<file path="src/common/msmp_map.svh">
// Purpose: register offsets, field positions, reset values and timing
// Assumes: 250 MHz mclk
// Notes: included by every design file that needs the numbers
`ifndef MSMP_MAP_SVH
`define MSMP_MAP_SVH

// register offsets
`define REG_SOFT_RESET 8'h00
`define REG_MODE_CFG 8'h01
`define REG_PHY_ADDR_HI 8'h1e
`define REG_STATUS 8'h50

// interface_mode_config fields
`define CFG_OVERRIDE 0
`define CFG_ATTACH_HI 4
`define CFG_ATTACH_LO 3
`define CFG_MII_SEL 5
`define CFG_CLK_SRC 6
`define CFG_RST 8'h40

// phy_address_high_bits fields
`define PHYHI_MSB 6
`define PHYHI_LSB 4
`define PHYHI_RST 8'h00

// soft reset bit
`define SOFT_RESET_BIT 0

// attachment encodings
`define ATTACH_PHY 2'b00
`define ATTACH_SOC 2'b01

// clock and timing
`define CLK_MHZ 250
`define MDC_HALF_NS 200
`define MDC_HALF_CYC ((`MDC_HALF_NS * `CLK_MHZ) / 1000)
`define POLL_US 1000
`define POLL_CYC (`POLL_US * `CLK_MHZ)
`define REF_MHZ 50
`define REF_DIV (`CLK_MHZ / `REF_MHZ)
`define REF_HIGH_CNT 3'd2
`define REF_TIMEOUT 8'd64
`define REF_AGE_MAX 8'hff

// management frame layout
`define MDIO_HDR_BITS 46
`define MDIO_PREAMBLE 32'hffffffff
`define MDIO_START 2'b01
`define MDIO_OP_READ 2'b10
`define MDIO_TA_FIRST 7'd46
`define MDIO_DATA_FIRST 7'd48
`define MDIO_LAST_BIT 7'd63
`define PHY_STAT_REG 5'h01
`define PHY_LINK_BIT 2

`endif

</file>
<file path="src/common/msmp_pkg.sv">
// Purpose: types shared by the mode select and phy poll block
// Assumes: numbers live in msmp_map.svh
// Notes: none
package msmp_pkg;

   typedef struct packed {
      logic miiSel;
      logic [1:0] attach;
      logic clkInt;
   } msmp_mode_t;

   typedef struct packed {
      logic portAEn;
      logic portBEn;
      logic mediaClkOe;
      logic rmii;
      logic mdcOe;
      logic refOe;
   } msmp_media_t;

   typedef enum logic [1:0] {
      PS_COUNT = 2'b01,
      PS_READ = 2'b10
   } msmp_poll_t;

endpackage : msmp_pkg

</file>
<file path="src/msmp_top.sv">
// Purpose: media interface mode select, reference clock and phy poll
// Assumes: register port sits behind the serial control front end
// Notes: mode changes take effect at reset release or soft reset
//
// Summary of operation
// - strap high at start, or override with type bit 1, selects MII.
// - strap low at start, or override with type bit 0, selects RMII.
// - phy/soc strap low, or override with attachment 00, selects PHY mode.
// - phy/soc strap high, or override with attachment 01, selects SOC mode.
// - clock-source bit 1, the default, takes the RMII reference from PHY.
// - clock-source bit 0 in RMII makes and drives the 50MHz reference out.
// - PHY mode polls the PHY link status by management read frames.
// - PHY address is phy_address_high_bits bits 6:4 above the two address pins.
// - no carrier sense or collision inputs are used.
// - SOC mode with MII carries traffic on the port-B pin set.
// - no reset is driven to the external PHY.
// - without override, straps are latched at reset release.
// - PHY/SOC strap low: media clocks input; high: driven out.
// - register settings replace pin values only while override is 1.
// - a new register mode applies only after writing 1 to soft reset.
`timescale 1ns/1ns
`include "msmp_map.svh"
module msmp_top #(
   parameter int POLL_CYCLES = `POLL_CYC,
   parameter int MDC_HALF = `MDC_HALF_CYC
) (
   input wire logic mclk,
   input wire logic reset,
   input wire logic [7:0] regAddr,
   input wire logic [7:0] regWrData,
   input wire logic regWrite,
   input wire logic regRead,
   output logic [7:0] regRdData,
   input wire logic linkIndIn,
   output logic linkIndOut,
   output logic linkIndOe,
   input wire logic phySocStrap,
   input wire logic [1:0] addrSel,
   input wire logic refClkIn,
   output logic refClkOut,
   output logic refClkOe,
   output logic mdc,
   output logic mdcOe,
   input wire logic mdioIn,
   output logic mdioOut,
   output logic mdioOe,
   output msmp_pkg::msmp_media_t media,
   output msmp_pkg::msmp_mode_t modeStatus
);
   import msmp_pkg::*;

   typedef struct packed {
      logic taken;
      logic strapMii;
      logic strapSoc;
      logic [7:0] cfg;
      logic [7:0] phyHi;
      msmp_mode_t act;
      msmp_media_t med;
      msmp_poll_t st;
      logic [31:0] pollCnt;
      logic start;
      logic linkUp;
      logic statValid;
      logic [2:0] refDiv;
      logic refOut;
      logic refPrev;
      logic [7:0] refAge;
      logic ledOe;
      logic linkOutN;
      logic mdioEn;
      logic [7:0] rdData;
   } msmp_state_t;

   msmp_state_t s_r;
   msmp_state_t s_nxt;

   logic [5:0] pinsSync;
   logic strapMiiSync;
   logic strapSocSync;
   logic [1:0] addrSync;
   logic refSync;
   logic mdioSync;
   logic rdDone;
   logic [15:0] rdWord;
   logic [4:0] phyAddr;
   logic phyMdc;
   logic phyMdioOut;
   logic phyMdioOe;

   // every pin from outside mclk passes two flops
   msmp_sync #(
      .W(6)
   ) u_sync (
      .mclk(mclk),
      .din({linkIndIn, phySocStrap, addrSel, refClkIn, mdioIn}),
      .dout(pinsSync)
   );

   assign strapMiiSync = pinsSync[5];
   assign strapSocSync = pinsSync[4];
   assign addrSync = pinsSync[3:2];
   assign refSync = pinsSync[1];
   assign mdioSync = pinsSync[0];

   assign phyAddr = {s_r.phyHi[`PHYHI_MSB:`PHYHI_LSB], addrSync};

   msmp_mdio_rd #(
      .HALF(MDC_HALF)
   ) u_mdio (
      .mclk(mclk),
      .reset(reset),
      .start(s_r.start),
      .phyAddr(phyAddr),
      .regNum(`PHY_STAT_REG),
      .mdioIn(mdioSync),
      .mdc(phyMdc),
      .mdioOut(phyMdioOut),
      .mdioOe(phyMdioOe),
      .done(rdDone),
      .rdData(rdWord)
   );

   // pick pin or register source for each mode field
   function automatic msmp_mode_t resolve(
      input logic [7:0] cfg,
      input logic strapMii,
      input logic strapSoc
   );
      msmp_mode_t m;
      if (cfg[`CFG_OVERRIDE]) begin
         m.miiSel = cfg[`CFG_MII_SEL];
         m.attach = cfg[`CFG_ATTACH_HI:`CFG_ATTACH_LO];
      end else begin
         m.miiSel = strapMii;
         m.attach = strapSoc ? `ATTACH_SOC : `ATTACH_PHY;
      end
      m.clkInt = !cfg[`CFG_CLK_SRC];
      return m;
   endfunction : resolve

   // steering of pins from the active mode
   function automatic msmp_media_t steer(input msmp_mode_t m);
      msmp_media_t d;
      logic soc;
      logic phy;
      soc = m.attach == `ATTACH_SOC;
      phy = m.attach == `ATTACH_PHY;
      d.portBEn = soc && m.miiSel;
      d.portAEn = !(soc && m.miiSel);
      d.mediaClkOe = soc;
      d.rmii = !m.miiSel;
      d.mdcOe = phy;
      d.refOe = m.clkInt && !m.miiSel;
      return d;
   endfunction : steer

   logic softReset;
   logic phyMode;

   always_comb begin
      s_nxt = s_r;
      s_nxt.start = 1'b0;
      softReset = regWrite && (regAddr == `REG_SOFT_RESET) &&
                  regWrData[`SOFT_RESET_BIT];
      phyMode = s_r.act.attach == `ATTACH_PHY;

      // mode config writes only stage the new settings, phy address high bits apply at once
      if (regWrite) begin
         case (regAddr)
            `REG_MODE_CFG: begin
               s_nxt.cfg = regWrData;
            end
            `REG_PHY_ADDR_HI: begin
               s_nxt.phyHi = regWrData;
            end
            default: begin
               s_nxt.cfg = s_r.cfg;
            end
         endcase
      end

      // register reads, unmapped reads return zero
      if (regRead) begin
         case (regAddr)
            `REG_MODE_CFG: begin
               s_nxt.rdData = s_r.cfg;
            end
            `REG_PHY_ADDR_HI: begin
               s_nxt.rdData = s_r.phyHi;
            end
            `REG_STATUS: begin
               s_nxt.rdData = {1'b0, s_r.refAge < `REF_TIMEOUT,
                               s_r.statValid, s_r.linkUp, s_r.act.clkInt,
                               s_r.act.attach, s_r.act.miiSel};
            end
            default: begin
               s_nxt.rdData = 8'h00;
            end
         endcase
      end

      // straps latched once, first cycle after reset release
      if (!s_r.taken) begin
         s_nxt.taken = 1'b1;
         s_nxt.strapMii = strapMiiSync;
         s_nxt.strapSoc = strapSocSync;
         s_nxt.act = resolve(s_r.cfg, strapMiiSync, strapSocSync);
      end else if (softReset) begin
         // new mode only takes hold here
         s_nxt.act = resolve(s_r.cfg, s_r.strapMii, s_r.strapSoc);
         s_nxt.st = PS_COUNT;
         s_nxt.pollCnt = 32'(POLL_CYCLES - 1);
         s_nxt.linkUp = 1'b0;
         s_nxt.statValid = 1'b0;
      end
      s_nxt.med = steer(s_nxt.act);
      // led pin becomes an output once the strap has been sampled
      s_nxt.ledOe = s_nxt.taken;

      // periodic link status poll
      case (s_r.st)
         PS_COUNT: begin
            if (!phyMode || softReset) begin
               s_nxt.pollCnt = 32'(POLL_CYCLES - 1);
            end else if (s_r.pollCnt == 32'h0000_0000) begin
               s_nxt.start = 1'b1;
               s_nxt.st = PS_READ;
            end else begin
               s_nxt.pollCnt = s_r.pollCnt - 32'h0000_0001;
            end
         end
         PS_READ: begin
            if (rdDone) begin
               s_nxt.st = PS_COUNT;
               s_nxt.pollCnt = 32'(POLL_CYCLES - 1);
               if (phyMode) begin
                  s_nxt.linkUp = rdWord[`PHY_LINK_BIT];
                  s_nxt.statValid = 1'b1;
               end
            end
         end
         default: begin
            s_nxt.st = PS_COUNT;
         end
      endcase
      if (!phyMode) begin
         s_nxt.linkUp = 1'b0;
         s_nxt.statValid = 1'b0;
      end

      // internal 50MHz reference, divide by five
      if (s_r.act.clkInt && !s_r.act.miiSel) begin
         if (s_r.refDiv == 3'(`REF_DIV - 1)) begin
            s_nxt.refDiv = 3'h0;
         end else begin
            s_nxt.refDiv = s_r.refDiv + 3'h1;
         end
         s_nxt.refOut = s_nxt.refDiv < `REF_HIGH_CNT;
      end else begin
         // park on the last count so the first pulse is full width
         s_nxt.refDiv = 3'(`REF_DIV - 1);
         s_nxt.refOut = 1'b0;
      end

      // external reference liveness from sampled edges
      s_nxt.refPrev = refSync;
      if (refSync != s_r.refPrev) begin
         s_nxt.refAge = 8'h00;
      end else if (s_r.refAge != `REF_AGE_MAX) begin
         s_nxt.refAge = s_r.refAge + 8'h01;
      end

      // pin controls registered from their final next values
      s_nxt.linkOutN = !s_nxt.linkUp;
      s_nxt.mdioEn = phyMdioOe && s_nxt.med.mdcOe;
   end

   always_ff @(posedge mclk) begin
      if (reset) begin
         s_r <= '0;
         s_r.cfg <= `CFG_RST;
         s_r.phyHi <= `PHYHI_RST;
         s_r.st <= PS_COUNT;
         s_r.pollCnt <= 32'(POLL_CYCLES - 1);
         s_r.refAge <= `REF_AGE_MAX;
         s_r.linkOutN <= 1'b1;
      end else begin
         s_r <= s_nxt;
      end
   end

   // media pins take no carrier sense or collision, no phy reset
   assign media = s_r.med;
   assign modeStatus = s_r.act;
   assign regRdData = s_r.rdData;
   assign linkIndOut = s_r.linkOutN;
   assign linkIndOe = s_r.ledOe;
   assign refClkOut = s_r.refOut;
   assign refClkOe = s_r.med.refOe;
   assign mdc = phyMdc;
   assign mdcOe = s_r.med.mdcOe;
   assign mdioOut = phyMdioOut;
   assign mdioOe = s_r.mdioEn;
endmodule : msmp_top

</file>
<file path="src/msmp_sync.sv">
// Purpose: two flip-flop synchroniser for pins from outside mclk
// Assumes: inputs are slow levels or sampled clocks
// Notes: stages carry no reset, settle while reset is held
`timescale 1ns/1ns
module msmp_sync #(
   parameter int W = 1
) (
   input wire logic mclk,
   input wire logic [W-1:0] din,
   output logic [W-1:0] dout
);
   typedef struct packed {
      logic [W-1:0] meta;
      logic [W-1:0] stable;
   } msmp_sync_t;

   msmp_sync_t s_r;
   msmp_sync_t s_nxt;

   always_comb begin
      s_nxt.meta = din;
      s_nxt.stable = s_r.meta;
   end

   always_ff @(posedge mclk) begin
      s_r <= s_nxt;
   end

   assign dout = s_r.stable;
endmodule : msmp_sync

</file>
<file path="src/msmp_mdio_rd.sv">
// Purpose: one management read frame over mdc/mdio
// Assumes: mdioIn already synchronised
// Notes: drives on mdc fall, samples on mdc rise
`timescale 1ns/1ns
`include "msmp_map.svh"
module msmp_mdio_rd #(
   parameter int HALF = `MDC_HALF_CYC
) (
   input wire logic mclk,
   input wire logic reset,
   input wire logic start,
   input wire logic [4:0] phyAddr,
   input wire logic [4:0] regNum,
   input wire logic mdioIn,
   output logic mdc,
   output logic mdioOut,
   output logic mdioOe,
   output logic done,
   output logic [15:0] rdData
);
   import msmp_pkg::*;

   typedef struct packed {
      logic busy;
      logic mdc;
      logic out;
      logic oe;
      logic done;
      logic [7:0] div;
      logic [6:0] bitCnt;
      logic [`MDIO_HDR_BITS-1:0] hdr;
      logic [15:0] data;
   } msmp_mdio_t;

   msmp_mdio_t s_r;
   msmp_mdio_t s_nxt;

   always_comb begin
      s_nxt = s_r;
      s_nxt.done = 1'b0;
      if (!s_r.busy) begin
         s_nxt.mdc = 1'b0;
         s_nxt.oe = 1'b0;
         s_nxt.out = 1'b1;
         if (start) begin
            s_nxt.busy = 1'b1;
            s_nxt.hdr = {`MDIO_PREAMBLE, `MDIO_START, `MDIO_OP_READ,
                         phyAddr, regNum};
            s_nxt.bitCnt = 7'h00;
            s_nxt.div = 8'h00;
            s_nxt.oe = 1'b1;
         end
      end else if (s_r.div == 8'(HALF - 1)) begin
         s_nxt.div = 8'h00;
         s_nxt.mdc = !s_r.mdc;
         if (!s_r.mdc) begin
            // rising edge: capture read data
            if (s_r.bitCnt >= `MDIO_DATA_FIRST) begin
               s_nxt.data = {s_r.data[14:0], mdioIn};
            end
         end else if (s_r.bitCnt == `MDIO_LAST_BIT) begin
            s_nxt.busy = 1'b0;
            s_nxt.done = 1'b1;
            s_nxt.oe = 1'b0;
            s_nxt.mdc = 1'b0;
         end else begin
            s_nxt.bitCnt = s_r.bitCnt + 7'h01;
            s_nxt.hdr = {s_r.hdr[`MDIO_HDR_BITS-2:0], 1'b1};
            s_nxt.out = s_r.hdr[`MDIO_HDR_BITS-2];
            // release the line from turnaround on
            s_nxt.oe = s_nxt.bitCnt < `MDIO_TA_FIRST;
         end
      end else begin
         s_nxt.div = s_r.div + 8'h01;
      end
   end

   always_ff @(posedge mclk) begin
      if (reset) begin
         s_r <= '0;
      end else begin
         s_r <= s_nxt;
      end
   end

   assign mdc = s_r.mdc;
   assign mdioOut = s_r.out;
   assign mdioOe = s_r.oe;
   assign done = s_r.done;
   assign rdData = s_r.data;
endmodule : msmp_mdio_rd

</file>
<file path="config.mk">
export PLATFORM = sky130hd
export DESIGN_NAME = msmp_top
export DESIGN_NICKNAME = d
export VERILOG_FILES = /design/src/common/msmp_pkg.sv /design/src/msmp_top.sv /design/src/msmp_sync.sv /design/src/msmp_mdio_rd.sv
export VERILOG_INCLUDE_DIRS = /design/src /design/src/common
export SDC_FILE = /design/constraint.sdc
export NUM_CORES = 1
export LEC_CHECK = 0
export BUFFER_PORTS_ARGS = -buffer_cell sky130_fd_sc_hd__buf_2
export CAP_MARGIN = 20
export CORE_MARGIN = 2
export CORE_UTILIZATION = 60
export CTS_CLUSTER_DIAMETER = 100
export CTS_CLUSTER_SIZE = 12
export DETAILED_ROUTE_END_ITERATION = 12
export HOLD_SLACK_MARGIN = 0.12
export PLACE_DENSITY_LB_ADDON = 0.05
export SYNTH_ARGS = -nofsm -noshare
export SYNTH_HDL_FRONTEND = slang
export SYNTH_SLANG_ARGS = --single-unit
</file>
<file path="constraint.sdc">
create_clock -name mclk -period 4 [get_ports mclk]
set_clock_uncertainty 0.05 [all_clocks]
set_input_delay 0.2 -clock mclk [delete_from_list [all_inputs] [get_ports mclk]]
set_output_delay 0.2 -clock mclk [all_outputs]
set_load 0.1 [all_outputs]
</file>
; Yosys cells after proc, flatten, opt, wreduce, memory -nomap -nowiden
; Cells that the tools add are included.
[classes]
eq_ne = 14
muxes = 43
add_sub_neg = 5
reduce_logical = 31
n_bitwise = 6
magnitude_cmp = 4
[op_table]
columns = op, n
row1 = $mux 61, 2
row2 = $mux 53, 2
row3 = $mux 34, 3
row4 = $mux 69, 1
row5 = $mux 32, 2
row6 = $pmux 32 s2, 1
row7 = $logic_not 32->1, 1
row8 = $mux 16, 2
row9 = $sub 32x1->32 const B, 1
row10 = $mux 8, 3
row11 = $pmux 8 s3, 1
row12 = $add 8x1->8 const B, 2
row13 = $mux 2, 8
row14 = $mux 4, 4
row15 = $mux 3, 4
row16 = $mux 5, 2
row17 = $eq 8x1->1 const B, 1
row18 = $eq 8x5->1 const B, 1
row19 = $eq 8x6->1 const B, 1
row20 = $eq 8x7->1 const B, 1
row21 = $logic_not 8->1, 1
row22 = $lt 8x7->1 const B, 1
row23 = $ne 8x8->1 const B, 1
row24 = $reduce_and 4->1, 2
row25 = other kinds (24), 55
[word_totals]
word_cells = 141
inputBits = 26
register_bits = 182
output_inout_bits = 26

; Depth between registers and ports, before layout
[depth]
word_depth = 9
depth_mapped = 10
ltp_nobuf = 8

; Hierarchy
; From an unflattened synthesis, not the netlist that was laid out.
[unflattened]
cells_unflattened = 993
hier_area_um2 = 8521.9
[by_module_without_submodules]
columns = module, seq_area_each_um2, instances, area_per_inst_um2, cells_per_inst
row1 = msmp_top, 1781.7, 1, 4606.9, 561
row2 = msmp_mdio_rd, 1621.6, 1, 3674.8, 420
row3 = msmp_sync, 240.2, 1, 240.2, 12

; Worst setup path after synthesis
; OpenSTA, ideal clock, no wires.
[synth_timing]
path_kind = reg2reg
from = register s_r[27] (netlist name)
to = register s_r[36] (netlist name)
n_path_buf = 2
stages_incl_launch_ff = 11
setup_time_ns = 0.125
synth_period_minus_slack_ns = 2.566
required_ns = 3.825
arrival_ns = 2.391
path_slack_ns = 1.434
cell_sequence = dfxtp_1 -> inv_1 -> ha_1 -> or3b_2 -> or4_1 -> buf_4 -> o31ai_4 -> buf_6 -> nor2_1 -> o21ai_1 -> o41ai_1
[synth_between]
elab_chain_cells = 4
word_cells_on_any_way = 5
classes_between = add/sub: 1 / mux: 3 / reduce/logical: 1
[synth_rtl]
columns = element, line
row1 = from (decl), msmp_top.sv:75  ; msmp_state_t s_r;
row2 = from (signal assigned), msmp_top.sv:289  ; s_r <= s_nxt;
row3 = $sub 32x1->32 / $logic_not 32->1 (equally long branches), "msmp_top.sv:230, msmp_top.sv:226"
row4 = $mux 32 *, msmp_top.sv:226  ; end else if (s_r.pollCnt == 32'h0000_0000) begin
row5 = $mux 32 *, msmp_top.sv:224  ; if (!phyMode || softReset) begin
row6 = $pmux 32 s2 *, msmp_top.sv:222  ; case (s_r.st)
; Every way passes the cells marked *; elsewhere a longest branch is shown, timed or not.
; A chain may end at the register's enable or synchronous reset.

; Worst setup path after layout
[layout_timing]
from = register s_r[27] (netlist name)
to = register s_r[35] (netlist name)
; The elaborated chain is that of the path after synthesis.

==> run summary <==
Die X-Extent: 115 um
PwrDens: 444 mW/mm^2
Worst slew margin: 30.7%
Placed Area: 0.00763 mm^2
Worst-Margin Slew: 1.04 ns
Final Cycle Share: 81.7%
Startpoint types: flip-flop
Final setup violation count: 0
TritonCTS clock tree: yes
Wire length per cell: 15.6 um
Post-Synthesis Cells: 913
Peak VDD IR: 0.354 mV
Tot Pwr: 3.72 mW
DP Wirelength: 11200 um
Resized Gates After CTS: 0
Post-synth EDFFs: 0
Fmax: 0.306 GHz
Hold Crit Class: in2reg
DRT iter0 DRCs: 542
Layout area overhead: 12.6%
Status: finished clean
Ys Warns: 0
H-tree Lvls: 4
Largest net degree at the start of global routing: 59
Most common flop cell mapped by yosys: dfxtp_1
RSZ-0062 raised after global routing: no
Routed vias/inst: 6.07
Mapped cell area: 0.00745 mm^2
Arr. time, crit path: 3.51 ns
CP endpoint kind: flip-flop
WP data required: 4.24 ns
#FFs+latches synth: 169
Post-route insts no fill: 1118
Clk_lat worst skew: 0.43 ns
Die Span Y: 115 um
FF-to-FF Start: s_r[27]
Residual DRC count: 0
GRT Util Overall: 26.5%
Post-layout min period: 3.27 ns
Vias in the first global route: 6174
Asr flop ratio synth: 0%
Layout cell share with drive strength beyond 1: 11.7%
Placed Instances: 1070
CP max stage cell: or4_1
Slew Limit Fails: 0
Worst-path cell chain: inv_1, ha_1, or3b_2, or4_1, nor3_4, nor2_1, a31oi_1, a31oi_1
Register area share after synthesis: 45.4%
Commonest cells after routing, fill and taps aside: dfxtp_1, nand2_1, a21oi_1, o21ai_0, nor2_1
Initial antenna violation count: 0
Hold path startpoint: regWrite
CP most frequent cell: a31oi_1
Antenna Nets Post-Route: 0
Root Buffer: clkbuf_16
Final WL: 17400 um
Final setup TNS: 0 ns
Hold-fix buffers, CTS: 15
Cts bufs inserted: 17
Post-synth net total: 949
Die ar.: 0.0133 mm^2
Pre-antenna DRT Iters: 6
Vias after detailed routing: 6787
Post-CTS Setup Bufs: 0
Starting density of the core: 61.7%
Site Rows: 40
Worst Setup SP: s_r[27]
Commonest non-fill, non-tap cell in the layout: dfxtp_1
Crit path kind: reg2reg
Antenna diode count: 0
Leakage: 3.14 nW
Slowest stage delay, CP: 0.66 ns
CTS Buffer Depth: 2
Placeable Area: 0.0121 mm^2
Netlist cell types: 61
GRT overflow: 0
Routability Congestion: 0.892
Maxcap violations: 0
Post-layout instance area: 0.00838 mm^2
Clock Sinks: 169
Port Buffers: 51
Clock-pin slew on the worst setup and hold paths: 0.07 ns
FILL cells: 994
Crit Path Max Fanout: 15
Global-route wire length before repair: 28500 um
Syn Area/Cell: 8.16 um^2
Final nets: 973
Io pins: 52
Endpoints failing hold: 0
-- cells by family (layout without fill, tap and decap cells) --
logic type / count (synthesis) / count (layout) / synth area share, %
compound gates: 266 / 266 / 20.7
xor+xnor: 7 / 7 / 0.823
fa+ha+maj: 11 / 11 / 1.81
buf+inv: 91 / 128 / 5.76
flops: 169 / 169 / 45.4
mux: 13 / 13 / 1.80
simple gates: 356 / 356 / 23.7
-- area by class of cell --
cell class	instances	area, um^2	area share (%)
Inverter	22	82.6	0.985
Multi-Input combinational cell	653	3650	43.5
Sequential cell	169	3380	40.4
Clock inverter	13	138	1.64
Clock buffer	19	453	5.40
Tap cell	168	210	2.51
Timing Repair Buffer	74	465	5.55
-- routing by layer --
layer	vias up	GRT usage [%]	share of wire, %
li1	3320	-	-
met1	3188	34.0	46
met2	250	43.6	47
met3	29	6.54	5.4
met4	0	9.56	1.7
met5	-	0	0
-- power by group --
group	leakage [nW]	internal, mW	switching [mW]
logic	1.48	0.104	0.218
registers	1.37	1.73	0.0423
clock network	0.287	0.909	0.722
-- through the flow --
step | utilization, % | setup WS, ns | hold WS, ns
finish | 69.5 | 0.731 | 0.134
global route | 69.5 | 0.533 | 0.159
CTS | 69.4 | 0.806 | 0.127
detailed placement | 63.3 | 0.833 | 0.254
global placement | 63.3 | 0.926 | 0.252
floorplan | - | 1.43 | 0.178
-- synthesized netlist by cell type (4+ instances only) --
cell	instances	area share, %
a222oi_1	7	0.94
nor2_1	85	4.3
inv_1	22	1.1
nand2b_1	6	0.50
or3_1	4	0.34
clkbuf_1	41	2.1
a31oi_1	16	1.3
xnor2_1	4	0.47
ha_1	10	1.7
a211oi_1	6	0.60
o21ai_0	94	6.3
nand4_1	10	0.84
buf_2	4	0.27
buf_4	20	2.0
nor4_1	12	1.0
o22ai_1	4	0.34
nand2_1	95	4.8
o31ai_1	5	0.50
and3_1	18	1.5
nor2b_1	8	0.67
or2_2	4	0.34
nand3_1	53	3.6
mux2i_1	10	1.3
a21oi_1	95	6.4
nor3_1	21	1.4
a311oi_1	7	0.82
or4_1	10	1.0
dfxtp_1	169	45
and2_1	6	0.50
nor3b_1	7	0.71
o21ai_1	9	0.60
-- worst max-delay path, delay by kind of cell, from the launching register on --
family / cells / cell delay [ns]
flops: 1 / 0.37
fa+ha+maj: 1 / 0.20
buf+inv: 1 / 0.10
simple gates: 4 / 2.10
compound gates: 2 / 0.31
-- state kept, by name (all words and copies together) (netlist names), 3 cells and up --
register       cells
u_mdio.rdData      3
u_sync.s_nxt       6
modeStatus         4
media              4
regRdData          8
u_sync.dout        6
phyAddr            3
u_mdio.s_r        61
s_r               64
-- worst paths after layout --
kind | endpoint | slack [ns] | cells after the start
worst max-delay path | s_r[35] | 0.73 | 8
worst min-delay path | s_r[82] | 0.13 | 3
worst max register to register | s_r[35] | 0.73 | 8
worst min register to register | u_sync.dout[4] | 0.28 | 0
Power figures use the tool's default switching activity.
